<file path="src/pkg/cbac_defines.svh">
// Constants of the card bus arbitration controller: register offsets,
// field positions, reset values and timing counts.
// Assumes inclusion by bare name from the design file and the testbench.
`ifndef CBAC_DEFINES_SVH
`define CBAC_DEFINES_SVH

// ============================================================
// Register offsets (byte addresses)
`define CBAC_OFS_BUS_CONTROL_ONE 8'h00
`define CBAC_OFS_BUS_CONTROL_TWO 8'h04
`define CBAC_OFS_CARD_TIMING 8'h08
`define CBAC_OFS_WAIT_CONTROL_ONE 8'h0C
`define CBAC_OFS_WAIT_CONTROL_TWO 8'h10
`define CBAC_OFS_STATUS 8'h14

// ============================================================
// Field positions in bus_control_one
`define CBAC_B1_AREA5_CARD 0
`define CBAC_B1_AREA6_CARD 1
`define CBAC_B1_AREA5_BURST 2
`define CBAC_B1_AREA6_BURST 4
`define CBAC_B1_ADDR_PULLUP 6
`define CBAC_B1_DATA_PULLUP 7
`define CBAC_B1_ATTR_SELECT 8
// Field positions in bus_control_two (width: 01 = 8 bit, 10 = 16 bit)
`define CBAC_B2_AREA5_WIDTH 0
`define CBAC_B2_AREA6_WIDTH 2
// Field positions in card_timing_control
`define CBAC_PT_AREA5_SETUP 0
`define CBAC_PT_AREA5_HOLD 2
`define CBAC_PT_AREA6_SETUP 4
`define CBAC_PT_AREA6_HOLD 6
// Field positions in wait_control_two (three-bit software waits)
`define CBAC_W2_AREA5_WAIT 0
`define CBAC_W2_AREA6_WAIT 3

// ============================================================
// Reset values
`define CBAC_RST_BUS_CONTROL_ONE 16'h0000
`define CBAC_RST_BUS_CONTROL_TWO 16'h000A
`define CBAC_RST_CARD_TIMING 16'h0000
`define CBAC_RST_WAIT_CONTROL_ONE 16'hFFFF
`define CBAC_RST_WAIT_CONTROL_TWO 16'h003F

// ============================================================
// Timing
`define CBAC_CLK_PERIOD_NS 10
`define CBAC_ADDR_PULLUP_CLOCKS 4
`define CBAC_WIDTH_16 2'h2

`endif

</file>
<file path="src/pkg/cbac_pkg.sv">
// Types of the card bus arbitration controller.
// Assumes nothing beyond a SystemVerilog compiler.
package cbac_pkg;

    typedef enum logic [2:0] {
        ST_IDLE,
        ST_GAP,
        ST_SETUP,
        ST_STROBE,
        ST_HOLD,
        ST_GRANT
    } cbac_state_t;

    // Access request from the core side
    typedef struct packed {
        logic valid;
        logic [28:0] addr;
        logic write;
        logic [1:0] size;
        logic [31:0] wdata;
        logic no_wait;
        logic locked;
    } cbac_req_t;

    // Card bus pins driven by the device
    typedef struct packed {
        logic [25:0] addr;
        logic [15:0] data;
        logic data_oe_n;
        logic area5_chip_select_n;
        logic area6_chip_select_n;
        logic area5_upper_enable_n;
        logic area6_upper_enable_n;
        logic rd_n;
        logic we_n;
        logic card_io_cycle;
        logic attr_select_n;
    } cbac_pins_t;

endpackage

</file>
<file path="src/verilog/cbac_ctrl.sv">
// Card bus controller for areas 5 and 6 with idle insertion and arbitration.
// Assumes the request and pin inputs are synchronous to ref_clk.
//
// Functional notes
// - Card-select bits put areas 5/6 on card bus
// - Card areas run 8 or 16 bits wide
// - Ignore wait input for flagged DMA/writeback accesses
// - Every card-area access is a card cycle
// - Programmable setup, hold, software and pin waits
// - Nonzero burst field bursts card memory reads only
// - A24 may select attribute memory
// - Area 5 upper range gives I/O cycles
// - Area 6 upper range gives I/O cycles
// - Width sense high splits little-endian word I/O in two
// - Idle cycles on area change or read-then-write
// - No idle between same-area writes or same-area reads
// - Two-bit idle count per area 0, 2-6
// - Empty cycles reduce inserted idle count
// - No idle cycles after bus arbitration
// - Finish cycle, release bus, then grant
// - No release within split sequences; req.locked is not used
// - Request removed: drop grant, resume
// - Re-request output asks master to return bus
// - Re-request on pending refresh or unmasked interrupt
// - Address pull-up 4 clocks; data pull-up idle
// - Refresh start negates re-request unless an unmasked interrupt is pending
//
// Decided for this implementation: the address map and the plain strobed port.
`include "cbac_defines.svh"

module cbac_ctrl (
    input wire logic ref_clk,
    input wire logic rst_n,
    input wire logic [7:0] reg_addr,
    input wire logic [15:0] reg_wdata,
    input wire logic reg_wr,
    input wire logic reg_rd,
    output logic [15:0] reg_rdata,
    input cbac_pkg::cbac_req_t req,
    output logic req_ready,
    output logic acc_done,
    output logic rd_valid,
    output logic [31:0] rd_data,
    input wire logic big_endian,
    input wire logic [15:0] card_data_in,
    input wire logic ext_wait_n,
    input wire logic io_width_sense_n,
    output cbac_pkg::cbac_pins_t pins,
    input wire logic bus_release_request_n,
    output logic bus_grant_n,
    output logic bus_rerequest_n,
    input wire logic refresh_pending,
    input wire logic refresh_start,
    input wire logic [3:0] irq_level,
    input wire logic [3:0] interrupt_mask_field,
    output logic addr_pullup_on,
    output logic data_pullup_on
);
    import cbac_pkg::*;

    typedef struct packed {
        cbac_state_t state;
        logic [15:0] bc1;
        logic [15:0] bc2;
        logic [15:0] card_timing_control;
        logic [15:0] wc1;
        logic [15:0] wc2;
        logic [15:0] rdata;
        logic [2:0] last_area;
        logic last_wr;
        logic have_last;
        logic [1:0] empty;
        logic after_arb;
        logic [2:0] cnt;
        logic [1:0] part;
        logic [1:0] last_part;
        logic eight;
        logic [3:0] beat;
        logic burst;
        logic [28:0] addr;
        logic [31:0] wdata;
        logic write;
        logic [1:0] size;
        logic no_wait;
        logic [31:0] rbuf;
        logic done;
        logic rvalid;
        logic grant;
        logic rereq;
        logic [2:0] apu;
        cbac_pins_t pins;
    } cbac_regs_t;

    cbac_regs_t st_r;
    cbac_regs_t st_nxt;

    // ============================================================
    // Decoding helpers
    function automatic logic [1:0] idle_of(input logic [15:0] wc, input logic [2:0] area);
        idle_of = (area == 3'd1 || area == 3'd7) ? 2'd0 : wc[{area, 1'b0} +: 2];
    endfunction

    function automatic logic is_card(input logic [15:0] bc, input logic [2:0] area);
        is_card = (area == 3'd5) ? bc[`CBAC_B1_AREA5_CARD] :
                  (area == 3'd6) ? bc[`CBAC_B1_AREA6_CARD] : 1'b0;
    endfunction

    function automatic logic [1:0] fld2(input logic [15:0] r, input logic [2:0] area,
                                        input int p5, input int p6);
        fld2 = (area == 3'd5) ? r[p5 +: 2] : (area == 3'd6) ? r[p6 +: 2] : 2'd0;
    endfunction

    logic [2:0] cur_area;
    logic [2:0] req_area;
    logic cur_w16;
    logic [2:0] sw_wait;
    logic [1:0] burst_fld;
    logic [1:0] need_idle;
    logic [28:0] part_addr;

    assign cur_area = st_r.addr[28:26];
    assign req_area = req.addr[28:26];
    assign cur_w16 = !is_card(st_r.bc1, cur_area) ||
        (fld2(st_r.bc2, cur_area, `CBAC_B2_AREA5_WIDTH, `CBAC_B2_AREA6_WIDTH)
         == `CBAC_WIDTH_16);
    assign sw_wait = (cur_area == 3'd5) ? st_r.wc2[`CBAC_W2_AREA5_WAIT +: 3] :
                     (cur_area == 3'd6) ? st_r.wc2[`CBAC_W2_AREA6_WAIT +: 3] : 3'd0;
    assign burst_fld = fld2(st_r.bc1, cur_area, `CBAC_B1_AREA5_BURST, `CBAC_B1_AREA6_BURST);
    assign part_addr = st_r.addr + ((cur_w16 && !st_r.eight) ?
        29'({st_r.part, 1'b0}) : 29'(st_r.part)) +
        29'(cur_w16 ? {st_r.beat, 1'b0} : {1'b0, st_r.beat});

    // Idle cycles owed before the request at the port
    always_comb begin
        need_idle = 2'd0;
        if (st_r.have_last && !st_r.after_arb &&
            (req_area != st_r.last_area || (req.write && !st_r.last_wr))) begin
            need_idle = idle_of(st_r.wc1, st_r.last_area);
        end
        need_idle = (need_idle > st_r.empty) ? need_idle - st_r.empty : 2'd0;
    end

    // ============================================================
    // Next state
    always_comb begin
        st_nxt = st_r;
        st_nxt.done = 1'b0;
        st_nxt.rvalid = 1'b0;
        // Register port
        if (reg_wr) begin
            case (reg_addr)
                `CBAC_OFS_BUS_CONTROL_ONE: st_nxt.bc1 = reg_wdata;
                `CBAC_OFS_BUS_CONTROL_TWO: st_nxt.bc2 = reg_wdata;
                `CBAC_OFS_CARD_TIMING: st_nxt.card_timing_control = reg_wdata;
                `CBAC_OFS_WAIT_CONTROL_ONE: st_nxt.wc1 = reg_wdata;
                `CBAC_OFS_WAIT_CONTROL_TWO: st_nxt.wc2 = reg_wdata;
                default: st_nxt.bc1 = st_r.bc1;
            endcase
        end
        st_nxt.rdata = 16'h0000;
        if (reg_rd) begin
            case (reg_addr)
                `CBAC_OFS_BUS_CONTROL_ONE: st_nxt.rdata = st_r.bc1;
                `CBAC_OFS_BUS_CONTROL_TWO: st_nxt.rdata = st_r.bc2;
                `CBAC_OFS_CARD_TIMING: st_nxt.rdata = st_r.card_timing_control;
                `CBAC_OFS_WAIT_CONTROL_ONE: st_nxt.rdata = st_r.wc1;
                `CBAC_OFS_WAIT_CONTROL_TWO: st_nxt.rdata = st_r.wc2;
                `CBAC_OFS_STATUS: st_nxt.rdata = {8'h00, st_r.last_area, st_r.last_wr,
                    st_r.grant, st_r.rereq, st_r.state != ST_IDLE, st_r.after_arb};
                default: st_nxt.rdata = 16'h0000;
            endcase
        end
        // Re-request whenever the core needs the bus back
        st_nxt.rereq = (refresh_pending && !refresh_start) ||
                       (irq_level > interrupt_mask_field);
        st_nxt.apu = (st_r.apu != 3'd0) ? st_r.apu - 3'd1 : 3'd0;
        st_nxt.pins.rd_n = 1'b1;
        st_nxt.pins.we_n = 1'b1;
        st_nxt.pins.data_oe_n = 1'b1;

        case (st_r.state)
            ST_IDLE: begin
                st_nxt.pins.area5_chip_select_n = 1'b1;
                st_nxt.pins.area6_chip_select_n = 1'b1;
                st_nxt.pins.area5_upper_enable_n = 1'b1;
                st_nxt.pins.area6_upper_enable_n = 1'b1;
                st_nxt.empty = (st_r.empty == 2'd3) ? 2'd3 : st_r.empty + 2'd1;
                if (!bus_release_request_n) begin
                    st_nxt.state = ST_GRANT;
                    st_nxt.grant = 1'b1;
                    st_nxt.apu = st_r.bc1[`CBAC_B1_ADDR_PULLUP] ?
                        3'(`CBAC_ADDR_PULLUP_CLOCKS) : 3'd0;
                end else if (req.valid) begin
                    st_nxt.addr = req.addr;
                    st_nxt.wdata = req.wdata;
                    st_nxt.write = req.write;
                    st_nxt.size = req.size;
                    st_nxt.no_wait = req.no_wait;
                    st_nxt.rbuf = 32'h0000_0000;
                    st_nxt.part = 2'd0;
                    st_nxt.beat = 4'd0;
                    st_nxt.eight = 1'b0;
                    // A gap loads the idle count, a direct start the setup count
                    st_nxt.cnt = (need_idle != 2'd0) ? {1'b0, need_idle} :
                        {1'b0, fld2(st_r.card_timing_control, req_area, `CBAC_PT_AREA5_SETUP,
                                    `CBAC_PT_AREA6_SETUP)};
                    st_nxt.state = (need_idle != 2'd0) ? ST_GAP : ST_SETUP;
                end
            end
            ST_GAP: begin
                st_nxt.cnt = st_r.cnt - 3'd1;
                if (st_r.cnt == 3'd1) begin
                    st_nxt.state = ST_SETUP;
                    st_nxt.cnt = {1'b0, fld2(st_r.card_timing_control, cur_area, `CBAC_PT_AREA5_SETUP,
                                             `CBAC_PT_AREA6_SETUP)};
                end
            end
            ST_SETUP: begin
                if (st_r.part == 2'd0 && st_r.beat == 4'd0) begin
                    // Access shape fixed on entry
                    st_nxt.last_part = cur_w16 ? ((st_r.size == 2'd2) ? 2'd1 : 2'd0) :
                        ((st_r.size == 2'd2) ? 2'd3 : (st_r.size == 2'd1) ? 2'd1 : 2'd0);
                    st_nxt.burst = is_card(st_r.bc1, cur_area) && !st_r.write &&
                                   !st_r.addr[25] && burst_fld != 2'd0;
                end
                st_nxt.pins.addr = part_addr[25:0];
                st_nxt.pins.attr_select_n = !(st_r.bc1[`CBAC_B1_ATTR_SELECT] &&
                                              !part_addr[24]);
                st_nxt.pins.card_io_cycle = is_card(st_r.bc1, cur_area) &&
                                            st_r.addr[25];
                st_nxt.pins.area5_chip_select_n = !(cur_area == 3'd5);
                st_nxt.pins.area6_chip_select_n = !(cur_area == 3'd6);
                st_nxt.pins.area5_upper_enable_n = !(cur_area == 3'd5 && cur_w16 && !st_r.eight);
                st_nxt.pins.area6_upper_enable_n = !(cur_area == 3'd6 && cur_w16 && !st_r.eight);
                st_nxt.pins.data = (cur_w16 && !st_r.eight) ? st_r.wdata[{st_r.part[0], 4'h0} +: 16]
                    : {8'h00, st_r.wdata[{st_r.part, 3'h0} +: 8]};
                st_nxt.pins.data_oe_n = !st_r.write;
                if (st_r.cnt == 3'd0) begin
                    st_nxt.state = ST_STROBE;
                    st_nxt.cnt = sw_wait;
                end else begin
                    st_nxt.cnt = st_r.cnt - 3'd1;
                end
            end
            ST_STROBE: begin
                st_nxt.pins.rd_n = st_r.write;
                st_nxt.pins.we_n = !st_r.write;
                st_nxt.pins.data_oe_n = !st_r.write;
                if (st_r.cnt != 3'd0) begin
                    st_nxt.cnt = st_r.cnt - 3'd1;
                end else if ((ext_wait_n || st_r.no_wait) &&
                             !(st_r.pins.rd_n && st_r.pins.we_n)) begin
                    // Data and wait pin count only once the strobe is on the pins
                    if (cur_w16 && !st_r.eight) begin
                        st_nxt.rbuf[{st_r.part[0], 4'h0} +: 16] = card_data_in;
                    end else begin
                        st_nxt.rbuf[{st_r.part, 3'h0} +: 8] = card_data_in[7:0];
                    end
                    // Width sense high on a little-endian 16-bit word I/O cycle: finish in bytes
                    if (st_r.part == 2'd0 && st_r.pins.card_io_cycle && !big_endian &&
                        cur_w16 && st_r.size == 2'd1 && io_width_sense_n) begin
                        st_nxt.eight = 1'b1;
                        st_nxt.last_part = 2'd1;
                        st_nxt.rbuf[15:8] = 8'h00;
                    end
                    st_nxt.state = ST_HOLD;
                    st_nxt.cnt = {1'b0, fld2(st_r.card_timing_control, cur_area, `CBAC_PT_AREA5_HOLD,
                                             `CBAC_PT_AREA6_HOLD)};
                    if (st_r.burst) begin
                        st_nxt.rvalid = 1'b1;
                        st_nxt.rbuf = {16'h0000, card_data_in};
                        if (st_r.beat != ((4'd4 << burst_fld[1]) - 4'd1 + {3'd0, &burst_fld} * 4'd8)) begin
                            // Page mode: strobe stays low, only address moves
                            st_nxt.beat = st_r.beat + 4'd1;
                            st_nxt.state = ST_STROBE;
                            st_nxt.cnt = sw_wait;
                            st_nxt.pins.addr = st_r.pins.addr + 26'(cur_w16 ? 2 : 1);
                        end
                    end
                end
            end
            ST_HOLD: begin
                st_nxt.pins.data_oe_n = !st_r.write;
                if (st_r.cnt != 3'd0) begin
                    st_nxt.cnt = st_r.cnt - 3'd1;
                end else if (st_r.part != st_r.last_part && !st_r.burst) begin
                    st_nxt.part = st_r.part + 2'd1;
                    st_nxt.state = ST_SETUP;
                    st_nxt.cnt = {1'b0, fld2(st_r.card_timing_control, cur_area, `CBAC_PT_AREA5_SETUP,
                                             `CBAC_PT_AREA6_SETUP)};
                end else begin
                    st_nxt.done = 1'b1;
                    st_nxt.rvalid = !st_r.write && !st_r.burst;
                    st_nxt.state = ST_IDLE;
                    st_nxt.last_area = cur_area;
                    st_nxt.last_wr = st_r.write;
                    st_nxt.have_last = 1'b1;
                    st_nxt.after_arb = 1'b0;
                    st_nxt.empty = 2'd0;
                end
            end
            ST_GRANT: begin
                if (bus_release_request_n) begin
                    st_nxt.grant = 1'b0;
                    st_nxt.after_arb = 1'b1;
                    st_nxt.state = ST_IDLE;
                end
            end
            default: st_nxt.state = ST_IDLE;
        endcase
    end

    // ============================================================
    // State register
    always_ff @(posedge ref_clk) begin
        if (!rst_n) begin
            st_r <= '0;
            st_r.state <= ST_IDLE;
            st_r.bc1 <= `CBAC_RST_BUS_CONTROL_ONE;
            st_r.bc2 <= `CBAC_RST_BUS_CONTROL_TWO;
            st_r.card_timing_control <= `CBAC_RST_CARD_TIMING;
            st_r.wc1 <= `CBAC_RST_WAIT_CONTROL_ONE;
            st_r.wc2 <= `CBAC_RST_WAIT_CONTROL_TWO;
            st_r.pins <= '1;
            st_r.pins.addr <= 26'h0000000;
            st_r.pins.data <= 16'h0000;
            st_r.pins.card_io_cycle <= 1'b0;
        end else begin
            st_r <= st_nxt;
        end
    end

    // ============================================================
    // Outputs
    assign reg_rdata = st_r.rdata;
    assign req_ready = (st_r.state == ST_IDLE) && bus_release_request_n;
    assign acc_done = st_r.done;
    assign rd_valid = st_r.rvalid;
    assign rd_data = st_r.rbuf;
    assign pins = st_r.pins;
    assign bus_grant_n = !st_r.grant;
    assign bus_rerequest_n = !st_r.rereq;
    assign addr_pullup_on = st_r.grant && (st_r.apu != 3'd0);
    assign data_pullup_on = st_r.bc1[`CBAC_B1_DATA_PULLUP] && st_r.pins.data_oe_n &&
                            (st_r.state == ST_IDLE || st_r.state == ST_GAP ||
                             st_r.state == ST_GRANT);
endmodule
</file>
<file path="config.mk">
export PLATFORM = sky130hd
export DESIGN_NAME = cbac_ctrl
export DESIGN_NICKNAME = d
export VERILOG_FILES = /design/src/pkg/cbac_pkg.sv /design/src/verilog/cbac_ctrl.sv
export VERILOG_INCLUDE_DIRS = /design/src /design/src/pkg
export SDC_FILE = /design/constraint.sdc
export NUM_CORES = 1
export LEC_CHECK = 0
export ABC_AREA = 1
export ABC_CLOCK_PERIOD_IN_PS = 9200
export BUFFER_PORTS_ARGS = -buffer_cell sky130_fd_sc_hd__buf_2
export CAP_MARGIN = 10
export CORE_UTILIZATION = 45
export DETAILED_ROUTE_END_ITERATION = 8
export GPL_TIMING_DRIVEN = 0
export PLACE_DENSITY = 0.64
export RECOVER_POWER = 25
export SYNTH_ARGS = -nofsm -noshare
export SYNTH_HDL_FRONTEND = slang
export SYNTH_SLANG_ARGS = --single-unit
</file>
<file path="constraint.sdc">
create_clock -name ref_clk -period 9.2 [get_ports ref_clk]
set_clock_uncertainty 0.2 [all_clocks]
set_input_delay 0 -clock ref_clk [delete_from_list [all_inputs] [get_ports ref_clk]]
set_output_delay 0 -clock ref_clk [all_outputs]
set_load 0.01 [all_outputs]
</file>
==> impl_metrics.toml <==
[run_status]
status = "completed"

[placement]
place_area_um2 = 16600
hpwl_um = 40600
port_buffers = 228
gp_congestion = 0.942

[synth]
synth-main-ff-cell = "dfxtp_1"
synth_cell_types = 53
syn-num-nets = 2280
synth_edf_count = 0
synth_area_leaders = "dfxtp_1, nand2_1, a21oi_1, o21ai_0, inv_1"
yosys.area.top_type = "dfxtp_1"
synth-seq-cells = 275
avgSynthCellArea_um2 = 7.03
synth_top_area_share_pct = 36.9
async_reset_ff_share_pct = 0
synth_cells = 2121
syn-cell-area_um2 = 14900
ys_warn_count = 0
seq_area_frac_synth_pct = 36.9

[detailed_routing]
totalWireLength_um = 54100
drt-pass1-iter-count = 6
via_per_inst = 5.38
drt_iter0_drc = 1495
dr_total_vias = 16000
antenna_left = 0
wl_per_cell_um = 18.2
drc = 0

[final_layout]
syn_to_final_growth_pct = 25.8
final_cell_area_um2 = 18800
diodes = 0
final_net_count = 2668
layout-drive-gt1-share_pct = 14.1

[power_and_ir_drop]
leakagePower_nw = 8.13
peakVddDrop_uv = 146
p_per_area_nw_per_um2 = 213

[timing]
post-route-min-period_ps = 4700
setup_tns_ps = 0
rsz0062_at_grt = "no"
fin_crit_sh_pct = 51.1
relSlewSlack_pct = 37.0
hold_violations = 0
max_freq_mhz = 213
setup_viol = 0
maxSlewViolCount = 0
tightest_slew_ps = 921

[critical_path]
max_stage_delay_ps = 450
path_max_fanout = 10
reg2reg_depth = 26
worst_path_max_delay_cell = "fa_1"
regToRegSetupSlack_ps = 4500
crit_family = "simple AND/OR/NAND/NOR gates"
path_buf_inv = 5
worst_setup_path_start_kind = "flip-flop"
r2r_end = "pins[48]$_SDFFE_PN0P_"
cp.depth = 26
rr_startpoint = "cur_area[1]$_SDFFE_PN0P_"
cp.arrival_ps = 5000
worst_path_most_repeated_cell = "nand2_1"
endpoint_kind = "flip-flop"
criticalPathCategory = "reg -> reg"
cp_data_required_time_ps = 9500

[global_route]
grt_pass1_vias = 15032
use_met1_pct = 42.1
grt_max_degree = 16
grt_pass1_wl_um = 82600
met3_usage_pct = 4.95
grt-busiest-layer = "met2"
grt.total_usage_pct = 31.5
grt.overflow.total = 0
met2_usage_pct = 50.9
grt_antenna_before_repair = 1

[min_path]
hold_start = "reg_wdata[1]"
hold_end = "st_r[193]$_SDFFE_PN1P_"
holdPathStages = 4
hold_path.class = "in -> reg"

[cts]
htreeDepth = 1
postCtsResizedCells = 0
clock_latency_ps = 570
cts_root_buf = "clkbuf_16"
cts_tree = "done"
cts_sinks = 275
cts_buffer_depth = 3
clk_pin_slew_worst_paths_ps = 60
cts_buffers = 31

[floorplanning]
num_io_pins = 231
core_um2 = 32500
row_count = 66
die_h_um = 184
initial_utilization_pct = 45.8
die-area_um2 = 33900
die_w_um = 184

[run]
maxCapViolations = 0
## flip-flops by register name (all words and copies together), names as in the netlist
name	count
st_r	171
pins	51
acc_done	1
rd_valid	1
reg_rdata	16
cur_area	3
rd_data	32
## worst max path at each step
| stage | endpoint | from | slack, ps |
|---|---|---|---|
| CTS | pins[48]$_SDFFE_PN0P_ | cur_area[1]$_SDFFE_PN0P_ | 4550 |
| global placement | pins[48]$_SDFFE_PN0P_ | cur_area[1]$_SDFFE_PN0P_ | 4590 |
| floorplan | pins[48]$_SDFFE_PN0P_ | cur_area[2]$_SDFFE_PN0P_ | 5360 |
| detailed placement | pins[48]$_SDFFE_PN0P_ | cur_area[1]$_SDFFE_PN0P_ | 4570 |
| global route | pins[48]$_SDFFE_PN0P_ | cur_area[0]$_SDFFE_PN0P_ | 4100 |
| finish | pins[48]$_SDFFE_PN0P_ | cur_area[1]$_SDFFE_PN0P_ | 4500 |
## logic make-up after synthesis
kind of cell / Yosys count / share of synthesized area, %
AOI/OAI and AO/OA: 600 / 22.7
xor gates and xnor gates: 25 / 1.47
adders and majority gates: 34 / 3.16
buffers and inverters: 461 / 14.5
DFF: 275 / 36.9
muxes: 2 / 0.134
and+or+nand+nor: 724 / 21.1
## power by group
group | leakage, nW | switching [mW] | internal (mW) | total (mW)
sequential | 2.23 | 0.101 | 1.32 | 1.42
clock | 0.468 | 0.516 | 0.702 | 1.22
combinational | 5.43 | 0.892 | 0.465 | 1.36
total | 8.13 | 1.51 | 2.49 | 4.00
## metrics by stage
step                setup WS, ps  std cells  power, mW  hold WS, ps  util (%)
CTS                         4550       2974       3.99         4.71      58.0
detailed placement          4570       2791       2.72         40.6      51.0
global placement            4590       2791       2.71         36.2      51.0
floorplan                   5360       2121       2.30        -69.6         -
finish                      4500       2974       4.00         18.7      57.7
global route                4100       2974       4.23         34.4      57.7
## worst register-to-register path: cells and delay by family (launching register included)
| family | cells | cell delay (ps) |
|---|---|---|
| and+or+nand+nor | 15 | 1890 |
| adders and majority gates | 3 | 850 |
| buffers and inverters | 5 | 760 |
| AOI/OAI and AO/OA | 3 | 570 |
| DFF | 1 | 360 |
## layer usage
layer	wire length (um)	up-vias	share of wire (%)
li1	-	7785	-
met1	23600	7381	44
met2	24400	719	45
met3	4240	113	7.8
met4	1810	2	3.3
met5	9	-	0.017
## area by class of cell
| type | instances | area (um^2) |
|---|---|---|
| Timing Repair Buffer | 355 | 2310 |
| Sequential cell | 275 | 5510 |
| Clock buffer | 45 | 858 |
| Clock inverter | 11 | 125 |
| Buffer | 202 | 1190 |
| Fill cell | 3210 | 13800 |
| Inverter | 259 | 975 |
| Tap cell | 442 | 553 |
| Multi-Input combinational cell | 1385 | 7240 |
## repair_timing
item,in CTS,in global routing
buffers inserted,0,0
hold endpoints to repair,206,0
hold buffers,127,0
## synthesized netlist by cell type, types with 3 or more instances
cell type,number
clkinv_1,3
nand3_4,3
o22ai_2,3
buf_4,100
ha_1,28
o22ai_1,20
o211ai_1,41
nand3_2,5
xor2_1,18
o21ai_1,12
nor2_4,3
nor2_2,4
nor3_1,26
a211oi_1,8
o21bai_1,3
fa_1,6
inv_1,240
o221ai_1,12
a221oi_1,7
a32o_1,7
nand2_1,351
buf_2,13
o31ai_1,3
buf_6,5
nand3_1,113
a2111oi_0,3
dfxtp_1,275
a31oi_1,9
clkbuf_1,79
nor2_1,170
buf_1,5
nand2_2,3
a21oi_1,239
o2111ai_1,4
o21a_1,8
o21ai_0,216
inv_2,15
nand4_1,34
nor4_1,3
xnor2_1,7
## layout by cell type (no fill, tap or decap), types with 84 or more instances in the layout
cell type and n:
a21oi_1 239, buf_2 162, buf_4 84, clkbuf_1 169, dfxtp_1 275, dlygate4sd3_1 127
inv_1 240, nand2_1 351, nand3_1 113, nor2_1 170, o21ai_0 216
(Power assumes the default switching activity.)
